<file path="src/verilog/madb_map.svh">
// register offsets, field positions and reset values of the multiplexed bus interface
`ifndef MADB_MAP_SVH
`define MADB_MAP_SVH
`define MADB_OFS_CFG        8'h00
`define MADB_OFS_ADDR       8'h04
`define MADB_OFS_WDATA      8'h08
`define MADB_OFS_CMD        8'h0c
`define MADB_OFS_STATUS     8'h10
`define MADB_OFS_RDBUF      8'h20
`define MADB_CFG_BIG        0
`define MADB_CFG_RDINH      1
`define MADB_CFG_PW_LSB     2
`define MADB_CMD_WRITE      0
`define MADB_CMD_SIZE_LSB   1
`define MADB_CMD_QUAD       3
`define MADB_CMD_MISS       4
`define MADB_CMD_INSTR      5
`define MADB_STAT_BUSY      0
`define MADB_STAT_DONE      1
`define MADB_STAT_OPT_LSB   4
`define MADB_OPT_BOOT16     0
`define MADB_OPT_BOOT8      1
`define MADB_OPT_RSVHIGH    2
`define MADB_OPT_EXTHOLD    3
`define MADB_CMD_RST        6'h00
`define MADB_HOLD_CYCLES    1
`endif

</file>
<file path="src/verilog/madb_pkg.sv">
// types shared by the multiplexed bus interface
package madb_pkg;
    typedef enum logic [4:0] {
        ST_IDLE = 5'b00001,
        ST_ADDR = 5'b00010,
        ST_HOLD = 5'b00100,
        ST_TURN = 5'b01000,
        ST_DATA = 5'b10000
    } madb_state_e;
    typedef enum logic [1:0] {
        PW_32  = 2'h0,
        PW_16  = 2'h1,
        PW_8   = 2'h2,
        PW_RSV = 2'h3
    } madb_portw_e;
    typedef enum logic [1:0] {
        SZ_BYTE = 2'h0,
        SZ_HALF = 2'h1,
        SZ_WORD = 2'h2,
        SZ_RSV  = 2'h3
    } madb_size_e;
endpackage

</file>
<file path="src/verilog/madb_lane_if.sv">
// lane decode request and answer between the bus controller and the lane decoder
`timescale 1ns/100ps
`default_nettype none
interface madb_lane_if;
    madb_pkg::madb_portw_e portw;
    madb_pkg::madb_size_e  size;
    logic                  big;
    logic                  quad;
    logic [3:0]            start_lo;
    logic [3:0]            cur_lo;
    logic [3:0]            strb_n;
    logic [3:0]            beats_m1;
    logic [3:0]            step;
    logic [1:0]            data_sh;
    modport req (output portw, size, big, quad, start_lo, cur_lo,
                 input strb_n, beats_m1, step, data_sh);
    modport dec (input portw, size, big, quad, start_lo, cur_lo,
                 output strb_n, beats_m1, step, data_sh);
endinterface
`default_nettype wire

</file>
<file path="src/verilog/madb_bus_iface.sv">
// multiplexed address/data bus controller with an AHB-Lite register slave
`include "madb_map.svh"
`timescale 1ns/100ps
`default_nettype none
module madb_bus_iface (
    input  wire logic        core_clk_i,
    input  wire logic        reset_i,
    input  wire logic        clk_en_i,
    input  wire logic        hsel_i,
    input  wire logic [31:0] haddr_i,
    input  wire logic [1:0]  htrans_i,
    input  wire logic        hwrite_i,
    input  wire logic [2:0]  hsize_i,
    input  wire logic [31:0] hwdata_i,
    input  wire logic        hready_i,
    output logic             hreadyout_o,
    output logic             hresp_o,
    output logic [31:0]      hrdata_o,
    input  wire logic [31:0] ad_i,
    output logic [31:0]      ad_o,
    output logic             ad_oe_o,
    output logic             ale_o,
    output logic             diag_o,
    output logic             read_drive_grant_o,
    input  wire logic [3:0]  addr_lo_i,
    output logic [3:0]       addr_lo_o,
    output logic             addr_lo_oe_o,
    input  wire logic        mem_ack_i
);
    import madb_pkg::*;

    madb_lane_if lane ();
    madb_lane_decode u_dec (.lane(lane));

    madb_state_e st_r;
    madb_state_e st_nxt;
    logic        wr_pend_r;
    logic [7:0]  wr_addr_r;
    logic [31:0] hrdata_r;
    logic        cfg_big_r;
    logic        cfg_rdinh_r;
    madb_portw_e cfg_pw_r;
    logic        boot_ld_r;
    logic [3:0]  opt_r;
    logic [31:0] addr_r;
    logic [31:0] wdata_r;
    logic [5:0]  cmd_r;
    logic        done_r;
    logic [3:0]  lo_r;
    logic [3:0]  beats_r;
    logic        lo_oe_r;
    logic [31:0] rdbuf_r [4];
    logic        sel_ph;
    logic        reg_wr;
    logic        start;
    logic        is_wr;
    logic        last_beat;
    logic [31:0] pmask;
    logic [4:0]  bit_sh;
    logic [1:0]  buf_idx;
    logic [3:0]  strb_out;
    logic [31:0] rd_mux;

    // ---------------- AHB-Lite slave, zero wait states while clk_en_i is high
    assign sel_ph = hsel_i && htrans_i[1] && hready_i;
    assign reg_wr = wr_pend_r && clk_en_i;
    assign hreadyout_o = clk_en_i;
    assign hresp_o = 1'b0;
    assign hrdata_o = hrdata_r;

    always_ff @(posedge core_clk_i) begin
        if (reset_i) begin
            wr_pend_r <= 1'b0;
            wr_addr_r <= 8'h00;
        end else if (clk_en_i) begin
            wr_pend_r <= sel_ph && hwrite_i;
            if (sel_ph) begin
                wr_addr_r <= haddr_i[7:0];
            end
        end
    end

    always_comb begin
        rd_mux = 32'h0000_0000;
        unique case (haddr_i[7:0])
            `MADB_OFS_CFG:       rd_mux = {28'h0, cfg_pw_r, cfg_rdinh_r, cfg_big_r};
            `MADB_OFS_ADDR:      rd_mux = addr_r;
            `MADB_OFS_WDATA:     rd_mux = wdata_r;
            `MADB_OFS_CMD:       rd_mux = {26'h0, cmd_r};
            `MADB_OFS_STATUS:    rd_mux = {24'h0, opt_r, 2'h0, done_r, !st_r[0]};
            `MADB_OFS_RDBUF:     rd_mux = rdbuf_r[0];
            `MADB_OFS_RDBUF + 8'h04: rd_mux = rdbuf_r[1];
            `MADB_OFS_RDBUF + 8'h08: rd_mux = rdbuf_r[2];
            `MADB_OFS_RDBUF + 8'h0c: rd_mux = rdbuf_r[3];
            default:             rd_mux = 32'h0000_0000;
        endcase
    end

    always_ff @(posedge core_clk_i) begin
        if (reset_i) begin
            hrdata_r <= 32'h0000_0000;
        end else if (clk_en_i && sel_ph && !hwrite_i) begin
            hrdata_r <= rd_mux;
        end
    end

    // ---------------- reset straps on the low address pins
    always_ff @(posedge core_clk_i) begin
        if (reset_i) begin
            opt_r <= addr_lo_i;
        end
    end

    always_ff @(posedge core_clk_i) begin
        if (reset_i) begin
            lo_oe_r <= 1'b0; // pins stay inputs while straps are sampled
        end else if (clk_en_i) begin
            lo_oe_r <= 1'b1;
        end
    end

    // ---------------- configuration; boot port width taken from the straps
    always_ff @(posedge core_clk_i) begin
        if (reset_i) begin
            cfg_big_r   <= 1'b0;
            cfg_rdinh_r <= 1'b0;
            cfg_pw_r    <= PW_32;
            boot_ld_r   <= 1'b1;
        end else if (clk_en_i) begin
            boot_ld_r <= 1'b0;
            if (boot_ld_r) begin
                cfg_pw_r <= opt_r[`MADB_OPT_BOOT8] ? PW_8 : (opt_r[`MADB_OPT_BOOT16] ? PW_16 : PW_32);
            end else if (reg_wr && wr_addr_r == `MADB_OFS_CFG) begin
                cfg_big_r   <= hwdata_i[`MADB_CFG_BIG];
                cfg_rdinh_r <= hwdata_i[`MADB_CFG_RDINH];
                cfg_pw_r    <= madb_portw_e'(hwdata_i[`MADB_CFG_PW_LSB +: 2]);
            end
        end
    end

    // ---------------- address, write buffer and command
    assign start = reg_wr && wr_addr_r == `MADB_OFS_CMD && st_r == ST_IDLE;
    assign is_wr = cmd_r[`MADB_CMD_WRITE];

    always_ff @(posedge core_clk_i) begin
        if (reset_i) begin
            addr_r  <= 32'h0000_0000;
            wdata_r <= 32'h0000_0000;
            cmd_r   <= `MADB_CMD_RST;
        end else if (clk_en_i) begin
            if (reg_wr && wr_addr_r == `MADB_OFS_ADDR && st_r == ST_IDLE) begin
                addr_r <= hwdata_i;
            end
            if (reg_wr && wr_addr_r == `MADB_OFS_WDATA && st_r == ST_IDLE) begin
                wdata_r <= hwdata_i;
            end
            if (start) begin
                cmd_r <= hwdata_i[5:0];
            end
        end
    end

    assign lane.portw    = cfg_pw_r;
    assign lane.size     = madb_size_e'(cmd_r[`MADB_CMD_SIZE_LSB +: 2]);
    assign lane.big      = cfg_big_r;
    assign lane.quad     = cmd_r[`MADB_CMD_QUAD] && !is_wr;
    assign lane.start_lo = addr_r[3:0];
    assign lane.cur_lo   = lo_r;

    // ---------------- transaction sequencer
    assign last_beat = beats_r == 4'h0;

    always_comb begin
        st_nxt = st_r;
        unique case (st_r)
            ST_IDLE: if (start) begin
                st_nxt = ST_ADDR; // address phase first
            end
            ST_ADDR: begin
                if (opt_r[`MADB_OPT_EXTHOLD]) begin
                    st_nxt = ST_HOLD;
                end else begin
                    st_nxt = is_wr ? ST_DATA : ST_TURN;
                end
            end
            ST_HOLD: st_nxt = is_wr ? ST_DATA : ST_TURN;
            ST_TURN: st_nxt = ST_DATA;
            ST_DATA: if (mem_ack_i && last_beat) begin
                st_nxt = ST_IDLE;
            end
            default: st_nxt = ST_IDLE;
        endcase
    end

    always_ff @(posedge core_clk_i) begin
        if (reset_i) begin
            st_r <= ST_IDLE;
        end else if (clk_en_i) begin
            st_r <= st_nxt;
        end
    end

    // low address: exact start or zero for quad reads, stepped by port width
    always_ff @(posedge core_clk_i) begin
        if (reset_i) begin
            lo_r    <= 4'h0;
            beats_r <= 4'h0;
        end else if (clk_en_i) begin
            if (start) begin
                lo_r <= (hwdata_i[`MADB_CMD_QUAD] && !hwdata_i[`MADB_CMD_WRITE]) ? 4'h0 : addr_r[3:0];
            end else if (st_r == ST_ADDR) begin
                beats_r <= lane.beats_m1;
            end else if (st_r == ST_DATA && mem_ack_i && !last_beat) begin
                lo_r    <= 4'(lo_r + lane.step);
                beats_r <= 4'(beats_r - 4'h1);
            end
        end
    end

    always_ff @(posedge core_clk_i) begin
        if (reset_i) begin
            done_r <= 1'b0;
        end else if (clk_en_i) begin
            if (st_r == ST_DATA && mem_ack_i && last_beat) begin
                done_r <= 1'b1;
            end else if (start) begin
                done_r <= 1'b0;
            end
        end
    end

    // ---------------- read buffer capture, narrow beats merged into their lanes
    assign pmask   = (cfg_pw_r == PW_16) ? 32'h0000_ffff : ((cfg_pw_r == PW_8) ? 32'h0000_00ff : 32'hffff_ffff);
    assign bit_sh  = {lane.data_sh, 3'b000};
    assign buf_idx = lane.quad ? lo_r[3:2] : 2'h0;

    always_ff @(posedge core_clk_i) begin
        if (reset_i) begin
            for (int i = 0; i < 4; i++) begin
                rdbuf_r[i] <= 32'h0000_0000;
            end
        end else if (clk_en_i && st_r == ST_DATA && !is_wr && mem_ack_i) begin
            rdbuf_r[buf_idx] <= (rdbuf_r[buf_idx] & ~(pmask << bit_sh)) | ((ad_i & pmask) << bit_sh);
        end
    end

    // ---------------- pins
    assign strb_out = (!is_wr && cfg_rdinh_r) ? 4'hf : lane.strb_n;
    assign ale_o    = st_r == ST_ADDR;
    assign ad_oe_o  = st_r == ST_ADDR || st_r == ST_HOLD || (st_r == ST_DATA && is_wr);
    assign ad_o     = (st_r == ST_ADDR || st_r == ST_HOLD) ? {addr_r[31:4], strb_out} :
                      (wdata_r >> bit_sh);
    assign read_drive_grant_o = !is_wr && (st_r == ST_TURN || st_r == ST_DATA);
    assign diag_o   = is_wr ? 1'b0 :
                      (st_r == ST_ADDR || st_r == ST_HOLD) ? cmd_r[`MADB_CMD_MISS] :
                      (st_r == ST_TURN) ? cmd_r[`MADB_CMD_INSTR] : 1'b0;
    assign addr_lo_o    = lo_r;
    assign addr_lo_oe_o = lo_oe_r;
endmodule
`default_nettype wire

</file>
<file path="src/verilog/madb_lane_decode.sv">
// byte lane, strobe, beat count and step decoder
`timescale 1ns/100ps
`default_nettype none
module madb_lane_decode (
    madb_lane_if.dec lane
);
    import madb_pkg::*;

    // byte offset of a unit inside the word lanes for either byte order
    function automatic logic [1:0] lane_shift(input logic [1:0] unit, input logic [1:0] a,
                                              input logic big);
        logic [1:0] r;
        r = 2'h0;
        if (unit == SZ_BYTE) begin
            r = big ? (2'h3 - a) : a;
        end else if (unit == SZ_HALF) begin
            r = big ? {~a[1], 1'b0} : {a[1], 1'b0};
        end
        return r;
    endfunction

    logic [1:0] pb_log;
    logic [1:0] sb_log;
    logic [1:0] pw_unit;
    logic [3:0] size_mask;

    always_comb begin
        unique case (lane.portw)
            PW_16:   pb_log = 2'h1;
            PW_8:    pb_log = 2'h0;
            default: pb_log = 2'h2;
        endcase
        unique case (lane.size)
            SZ_BYTE: sb_log = 2'h0;
            SZ_HALF: sb_log = 2'h1;
            default: sb_log = 2'h2;
        endcase
    end

    assign pw_unit = 2'(pb_log);
    assign size_mask = (sb_log == 2'h2) ? 4'hf : ((sb_log == 2'h1) ? 4'h3 : 4'h1);
    // active-low lane strobes; only a 32-bit port gives them meaning
    assign lane.strb_n = ~(4'(size_mask << lane_shift(sb_log, lane.start_lo[1:0], lane.big)));
    // beats: datum wider than port splits it, a quad read moves sixteen bytes
    assign lane.beats_m1 = lane.quad ? 4'((5'h10 >> pb_log) - 5'h01) :
                           (sb_log > pb_log) ? 4'((4'h1 << (sb_log - pb_log)) - 4'h1) : 4'h0;
    assign lane.step = 4'(4'h1 << pb_log);
    // lanes carrying the current datum follow port width and byte order
    assign lane.data_sh = lane_shift(pw_unit, lane.cur_lo[1:0], lane.big);
endmodule
`default_nettype wire

</file>
<file path="config.mk">
export PLATFORM = sky130hd
export DESIGN_NAME = madb_bus_iface
export DESIGN_NICKNAME = d
export VERILOG_FILES = /design/src/verilog/madb_pkg.sv /design/src/verilog/madb_lane_if.sv /design/src/verilog/madb_bus_iface.sv /design/src/verilog/madb_lane_decode.sv
export VERILOG_INCLUDE_DIRS = /design/src /design/src/verilog
export SDC_FILE = /design/constraint.sdc
export NUM_CORES = 1
export LEC_CHECK = 0
export ABC_CLOCK_PERIOD_IN_PS = 7200
export BUFFER_PORTS_ARGS = -buffer_cell sky130_fd_sc_hd__buf_2
export CAP_MARGIN = 0
export CORE_MARGIN = 1
export CORE_UTILIZATION = 25
export CTS_CLUSTER_DIAMETER = 150
export DETAILED_ROUTE_END_ITERATION = 12
export PLACE_DENSITY = 0.49
export SLEW_MARGIN = 20
export SYNTH_ARGS = -nofsm -noshare
export SYNTH_HDL_FRONTEND = slang
export SYNTH_SLANG_ARGS = --single-unit
</file>
<file path="constraint.sdc">
create_clock -name core_clk_i -period 7.2 [get_ports core_clk_i]
set_clock_uncertainty 0.1 [all_clocks]
set_input_delay 0.72 -clock core_clk_i [delete_from_list [all_inputs] [get_ports core_clk_i]]
set_output_delay 0.72 -clock core_clk_i [all_outputs]
set_load 0.02 [all_outputs]
</file>
Word-level counts from Yosys, hierarchy flattened --
Memory sizes are Yosys's and may differ from the RTL's. Cells that the tools add are included.
Storage, ports and cells: input bits 112, memory bits (writable) 128, output and inout bits 75, word-level logic and storage cells 168, bits in registers 135, memories 1
Cells by class: equal/unequal tests 25, add/sub/neg operators 7, bitwise operators 9, reductions and logical operators 54, $lt $le $gt $ge 1, shifts and indexed selects 7, multiplexer cells 48
Memories:
- rdbuf_r | words 4, width 32, rd ports 5, clocked after memory_dff 0, write ports 4, RTL line madb_bus_iface.sv:52 | logic [31:0] rdbuf_r [4];
Operator list (number):
- 32-bit case mux with 9 select lines | 1
- 32-bit 2-to-1 mux | 4
- 32-bit AND | 2
- 32-bit by 5-bit << shifter with 32-bit output | 2
- 4-bit 2-to-1 mux | 10
- 8-bit by 4-bit == test with 1-bit output, second input constant | 4
- 8-bit by 6-bit == test with 1-bit output, second input constant | 4
- 32-bit NOT | 1
- 32-bit OR | 1
- 32-bit OR reduction | 1
- 32-bit by 5-bit >> shifter with 32-bit output | 1
- 2-bit 2-to-1 mux | 14
- 1-bit logical AND | 25
- 5-bit case mux with 5 select lines | 1
- 5-bit 2-to-1 mux | 4
- 8-bit by 3-bit == test with 1-bit output, second input constant | 2
- 8-bit logical NOT | 2
- 1-bit 2-to-1 mux | 12
- 2-bit AND reduction | 6
- 3-bit AND reduction | 4
- 4-bit by 1-bit subtractor with 4-bit output, second input constant | 3
- 2-bit by 1-bit == test with 1-bit output, second input constant | 4
- 8-bit by 5-bit == test with 1-bit output, second input constant | 1
- 2-bit case mux with 2 select lines | 2
- 22 further kinds | 40

Longest topological paths before layout --
Gate-level depths: netlist (run 1).
depth after elaboration 10, depth in mapped cells 9, mapped depth without buffers 9

Cells and area by module --
Synthesis (run 1) repeated with hierarchy kept, for this count alone.
Unflattened totals: cell total of the unflattened synthesis 1590, area, all modules 14330.0 um^2
By module, submodules not included:
- madb_bus_iface | instances 1, area an instance 14053.5 um^2, cells an instance 1549
- madb_lane_decode | instances 1, area an instance 276.5 um^2, cells an instance 41

Worst setup path before layout (run 1) --
OpenSTA, ideal clock, no wires.
kind flip-flop to output port, start register cfg_pw_r[0], end output port ad_o[16], path buffers 2, slack 4.191 ns, data arrival time 2.189 ns, stages on the path, launching flop included 8, path through dfxtp_1 inv_1 ha_1 clkbuf_1 o21ai_2 buf_2 nand2_1 o21ai_0
Between the ends: word-level cells in the longest chain between the ends 7
RTL lines:
- start: declaration | RTL line madb_bus_iface.sv:42 | madb_portw_e cfg_pw_r;
- start signal: assignment | RTL line madb_bus_iface.sv:132 | cfg_pw_r <= opt_r[`MADB_OPT_BOOT8] ? PW_8 : (opt_r[`MADB_OPT_BOOT16] ? PW_16 : PW_32);
- start signal: assignment | RTL line madb_bus_iface.sv:136 | cfg_pw_r <= madb_portw_e'(hwdata_i[`MADB_CFG_PW_LSB +: 2]);
- 2-bit == test / 2-bit by 1-bit == test with 1-bit output (equally long branches) | RTL line madb_lane_decode.sv:28 | unique case (lane.portw)
- 2-bit case mux with 2 select lines * | RTL line madb_lane_decode.sv:28
- 2-bit by 1-bit == test with 1-bit output | RTL line madb_lane_decode.sv:16 | end else if (unit == SZ_HALF) begin
- 2-bit 2-to-1 mux | RTL line madb_lane_decode.sv:16
- 2-bit 2-to-1 mux * | RTL line madb_lane_decode.sv:14 | if (unit == SZ_BYTE) begin
- 32-bit by 5-bit >> shifter with 32-bit output * | RTL line madb_bus_iface.sv:252 | (wdata_r >> bit_sh);
- 32-bit 2-to-1 mux * | RTL line madb_bus_iface.sv:251 | assign ad_o = (st_r == ST_ADDR || st_r == ST_HOLD) ? {addr_r[31:4], strb_out} :
- end: declaration | RTL line madb_bus_iface.sv:20 | output logic [31:0] ad_o,
Every way passes the cells marked *; elsewhere a longest branch is shown, timed or not.

Final worst setup path (run 1) --
start register cfg_pw_r[1], end output port ad_o[15]
Same word-level chain as after synthesis.

==> run metrics, run 1 <==
Int Pwr=2.58 mW; Post-synth EDFFs=132; vias in the first global route=11900; GRT Residual Overflow=0; htree depth=1; measured slew at the worst slew-check pin=about 1100 ps; Clock power frac=approximately 45%; CORE AREA=approximately 56000 um^2; First-pass DRT Iterations=7; num rows=86; initial antenna violation count=3; CTS sink cnt=approximately 260; switching power=~0.88 mW; Slew Limit Headroom=roughly a quarter; Startpoint Class=flip-flop; Static Leak=6.24 nW; first-pass GRT wire length=roughly 81000 um; input/output buffers=157; final net count=between 1500 and 2000; GR Util met1=roughly 28%; Die H=240 um; Flop pwr share=between 40% and 50%; largest area contributor in the netlist=edfxtp_1; sequential element share of the synthesized area=between 40% and 50%; period utilization=between 60% and 70%; Ant. Diodes=0; Combinational Power Share=8.2%; Routed WL=about 56000 um; GR peak layer=met2; max-cap violations=0; met3 Resource Use GR=between 3 and 4%; Worst Setup Path Type=flip-flop to output pin; largest stage delay on the critical path=620 ps; CP Max Fanout=25; initial core utilization=25.5%; fill count=roughly 5900; reg2reg start=st_r[1]; routability cong.=0.866; worst hold endpoint=opt_r[2]; CP max-delay cell=nor2b_2; Final ANT Viol Nets=0; Distinct cells, synth=80; vias per inst=around 5.2; largest net degree at the start of global routing=between 90 and 100; Hold Path Class=input pin to flip-flop; Seq cells post-synth=roughly 260; Gate Count Post-Synth=between 1500 and 2000; DRC=0; reg2reg setup slack=2750 ps; pre-CTS setup slack=2580 ps; critical-path cell list=ha_1 > buf_4 > nor2_1 > nor2b_2 > buf_4 > mux2_2 > a221oi_1 > nor2_1 > buf_2; met2 Use GR=between 20 and 30%; Fin Setup TNS=0 ps; via count=12500; CP arrival=about 3800 ps; Synth top area share=between 20% and 30%; utilization after layout=29.9%; min-delay src=addr_lo_i[2]; design area=between 15000 and 20000 um^2; Max VDD drop=roughly 180 uV; Commonest cells post-synth=nand2_1, nor2_1, edfxtp_1, dfxtp_1, a21oi_1; Critical Path RT=6380 ps; r2r endpoint=rdbuf_r[1][16]; Async SR Flop Fraction=0%; wire length per cell=~23 um; Period minus WS final=about 4600 ps; yosys warns=0; Fmax=about 220 MHz; Clock Pin Slew Worst Setup and Hold Paths=about 60 ps; DR iter-0 viols=approximately 1400; Num CTS Buffers=31; crit-path leading delay family=buffers and inverters; crit path capture type=output pin; Clock Path Buffers=3; post-cts sizing count=0; post-CTS setup buffers=0; Worst Hold Depth=1; CTS root buffer=clkbuf_16; synth top area cells=edfxtp_1, dfxtp_1, nand2_1; syn nets=between 1500 and 2000; Area growth, synth to finish=17.4%; CTS tree=done; Slew Limit Fails=0; switching share of power=roughly a quarter; CP Buf/Inv Count=3; layout cell share with drive strength beyond 1=about 19%; Final WS setup=2620 ps; worst skew pair latency=580 ps; hpwl dp=about 39000 um; Worst Setup SP=cfg_pw_r[1]; status=completed; total die area=57600 um^2; Placed Area=roughly 16000 um^2; Syn Std Cell Area=14200 um^2; count leader, synth=nand2_1; PwrDens=208 nW/um^2; die width=between 200 and 250 um; syn_area_per_cell=between 9 and 10 um^2; GRT Total Usage=19.1%; Final Hold Fails=0; final setup fails=0; number of top-level pins=187; # hold bufs at CTS=0; Register-to-Register Path Depth=6; top_reg_cell synth=edfxtp_1; unrepaired setup endpoints after global routing=no
==> per-layer routing <==
| metal | share of wire, % | wire [um] | vias to the layer above |
|---|---|---|---|
| met4 | 2.6 | 1470 | 4 |
| met5 | 0.048 | 27 | - |
| met3 | 8.2 | 4630 | 78 |
| met2 | 43 | 24400 | 556 |
| met1 | 46 | 25600 | 6130 |
| li1 | - | - | 5761 |
==> power by group through the flow <==
stage / logic (mW) / registers (mW) / clock network, mW
6_report: 0.285 / 1.63 / 1.54
5_1_grt: 0.305 / 1.63 / 1.62
4_1_cts: 0.282 / 1.63 / 1.56
3_5_place_dp: 0.281 / 1.66 / 0
3_3_place_gp: 0.279 / 1.66 / 0
2_1_floorplan: 0.161 / 1.65 / 0
==> sequential cells by signal, indices dropped and copies added, names as in the netlist, 4 cells and up <==
register	flops
beats_r	4
addr_r	32
opt_r	4
addr_lo_o	4
cmd_r	6
wdata_r	32
wr_addr_r	8
rdbuf_r	128
st_r	5
hrdata_o	32
==> metrics by stage <==
step / power, mW / cells / hold slack [ps]
after floorplan: 1.81 / 1527 / 336
after global placement: 1.94 / 2343 / 342
after detailed placement: 1.94 / 2343 / 348
after CTS: 3.48 / 2399 / 204
after global routing: 3.56 / 2399 / 211
final: 3.46 / 2399 / 222
==> area by class of cell <==
class                           count  area, um^2  area share, %
Timing Repair Buffer              189        1030           6.19
Sequential cell                   263        6590           39.6
Tap cell                          748         936           5.63
Clock inverter                     12        86.3          0.519
Clock buffer                       44         886           5.33
Inverter                           29         109          0.655
Multi-Input combinational cell   1114        6990           42.1
==> logic make-up after synthesis <==
| kind of cell | share of synthesized area (%) |
|---|---|
| DFF | 46.5 |
| other | 0.0265 |
| and+or+nand+nor | 19.2 |
| adders and majority gates | 1.08 |
| buffers and inverters | 4.42 |
| xor gates and xnor gates | 0.610 |
| AOI/OAI and AO/OA | 17.1 |
| muxes | 11.0 |
==> worst max path at each step <==
| stage | end | slack, ps | cells past startpoint |
|---|---|---|---|
| after detailed placement | rdbuf_r[1][15] | 2580 | 7 |
| after global routing | ad_o[15] | 2450 | 9 |
| final | ad_o[15] | 2620 | 9 |
| after floorplan | ad_o[16] | 4190 | 7 |
| after CTS | ad_o[15] | 2610 | 9 |
| after global placement | rdbuf_r[1][13] | 2600 | 7 |
==> cells in the final DEF (no fill, tap or decap), types with 4 or more instances in the layout <==
master     Yosys  final
clkinv_2       0      5
clkbuf_1      71      8
a21o_1         4      4
a21oi_1      124    124
a211oi_1      15     15
buf_2         38    156
and3_1         4      4
clkbuf_8       0      4
dfxtp_1      131    130
clkbuf_16      0     32
buf_4          2     33
nor2_1       192    189
o2bb2ai_1      9      9
a222oi_1      27     27
nand2_1      275    275
mux2i_1       68     68
inv_1         29     29
o21ai_0       42     41
a221oi_1       9      9
and2_1         5      5
a2bb2oi_1      8      8
a22oi_1       26     26
a32oi_1       16     16
o22ai_1       13     13
a221o_1       10     10
nand3_1       33     33
ha_1           9      9
nor2b_1       19     18
edfxtp_1     132    132
mux4_2        17     17
nand3b_1      17     17
mux2_2        40     40
o22a_1         5      5
nand4_1        4      4
xor2_1         5      5
nand2b_1      13     13
nor3_1        11     10
clkinv_1       0      4
a22o_1        18     18
Note: power is estimated with default switching activity, not from simulation.
==> run 2: changes to the inputs <==
Settings changed: ABC_CLOCK_PERIOD_IN_PS 7200 to 4400.
Clock period 7.2 ns to 4.4 ns, I/O delays scaled along.
==> run 2 against run 1 <==
  * Sequential power increased by 64%
  * Clock power grew 84%
  * Final cell count grew 0.96%
  * Clock-buffer cell count rose by 2
  * Global-route usage rose by 0.46 points
  * Register-to-register slack got worse by 1600 ps
  * Utilization grew 0.53 points
  * Non-clock buffer count grew 19
  * Critical endpoint is now ad_o[2]
  * Largest power group is now the clock network
==> run metrics, run 2 (synthesized netlist as in run 1, its figures left out) <==
crit path capture type=output pin; non-filler cells, final=between 2000 and 2500; CORE AREA=55500 um^2; final hold slack=roughly 40 ps; Final WS setup=approximately 490 ps; via count=between 10000 and 15000; First-pass DRT Iterations=6; Ant. Diodes=0; commonest non-fill, non-tap cells in the layout=nand2_1, nor2_1, buf_2, edfxtp_1, dfxtp_1; initial core utilization=around a quarter; CP Max Fanout=31; status=completed; Combinational Power Share=8.0%; htree depth=2; Cells after DPL=roughly 2400; CP max-delay cell=xnor2_2; Area growth, synth to finish=19.5%; initial antenna violation count=1; DRC=0; Hold Path Class=input pin to flip-flop; Slew Limit Headroom=31.9%; vias in the first global route=around 12000; CTS root buffer=clkbuf_16; Int Pwr=4.48 mW; Flop pwr share=between 40% and 50%; total die area=about 58000 um^2; most common cell after layout, fill and taps aside=nand2_1; die width=around 240 um; routability cong.=roughly 0.87; num rows=86; number of top-level pins=~190; Num CTS Buffers=34; Clock Path Buffers=3; crit-path leading delay family=XOR/XNOR gates; Critical Path RT=between 3000 and 4000 ps; max-cap violations=0; PwrDens=about 350 nW/um^2; Worst Setup Path Type=flip-flop to output pin; wire length per cell=about 23 um; post-CTS setup buffers=0; first-pass GRT wire length=approximately 83000 um; CP Buf/Inv Count=2; worst skew pair latency=between 500 and 600 ps; Startpoint Class=flip-flop; Largest register FFs=~130; Biggest register=rdbuf_r; final setup fails=0; final net count=1773; GRT Total Usage=19.6%; vias per inst=about 5.3; Clock power frac=a little under half; switching share of power=between 20% and 30%; Fmax=about 260 MHz; layout cell share with drive strength beyond 1=about a fifth; period utilization=88.8%; unrepaired setup endpoints after global routing=no; Final Hold Fails=0; measured slew at the worst slew-check pin=about 1000 ps; post-cts sizing count=0; largest stage delay on the critical path=between 600 and 700 ps; fill count=slightly below 6000; Die H=about 240 um; pre-CTS setup slack=around 1100 ps; Static Leak=6.41 nW; CTS tree=done; input/output buffers=around 160; Clock Pin Slew Worst Setup and Hold Paths=roughly 60 ps; largest net degree at the start of global routing=89; GRT Residual Overflow=0; Max VDD drop=approximately 210 uV; multi-input logic area=roughly 7000 um^2; Fin Setup TNS=0 ps; critical-path cell list=xnor2_2 > nand2b_4 > buf_4 > mux4_2 > o22a_1 > buf_2; DR iter-0 viols=1567; Period minus WS final=about 3900 ps; utilization after layout=between 30 and 40%; CP arrival=3370 ps; register area=around 6600 um^2; Routed WL=roughly 57000 um; CTS sink cnt=approximately 260; Final ANT Viol Nets=0; switching power=between 1 and 1.5 mW; hpwl dp=40500 um; Slew Limit Fails=0
run 2: worst paths after layout:
path,end,startpoint,slack (ps),cells past startpoint
max,ad_o[2],cfg_big_r,490,6
min,addr_r[26],hwdata_i[26],40,3
max reg2reg,rdbuf_r[0][25],cfg_big_r,1160,5
min reg2reg,wr_addr_r[1],wr_addr_r[1],360,2
run 2: power by group through the flow:
stage / combinational [mW] / sequential [mW] / clock (mW)
global placement: 0.461 / 2.72 / 0
detailed placement: 0.465 / 2.72 / 0
CTS: 0.469 / 2.67 / 2.88
global route: 0.510 / 2.67 / 2.99
floorplan: 0.264 / 2.70 / 0
finish: 0.475 / 2.67 / 2.83
run 2: timing repair:
| action | 4_1_cts | 5_1_grt |
|---|---|---|
| endpoints found under the hold margin | 4 | 0 |
| hold buffers | 4 | 0 |
| setup endpoints to repair | 0 | 0 |
run 2: per-stage QoR:
stage                     area, um^2  total power, mW
after floorplan                14200             2.97
final                          16900             5.97
after CTS                      16900             6.02
after detailed placement       15800             3.19
after global routing           16900             6.17
after global placement         15800             3.18
run 2: worst register-to-register path, cell delays in order (launching register included):
cell      delay, ps
dfxtp_1         530
xnor2_2         630
nand2b_4        610
mux2_2          450
a222oi_1        530
nor2_1          110
run 2: routing by layer:
layer,vias up,global-route usage [%],part of all wire (%)
li1,5815,-,-
met1,6298,27.6,45
met2,605,29.7,44
met3,70,4.88,9.2
met4,0,4.65,1.9
met5,-,0,0
run 2: layout make-up:
type,instances,share of cell area (%)
clock inverters,14,0.725
multi-input cells,1114,41.3
well taps,748,5.53
inverters,29,0.643
clock buffers,46,5.90
repair buffers,208,6.98
flip-flops and latches,263,38.9
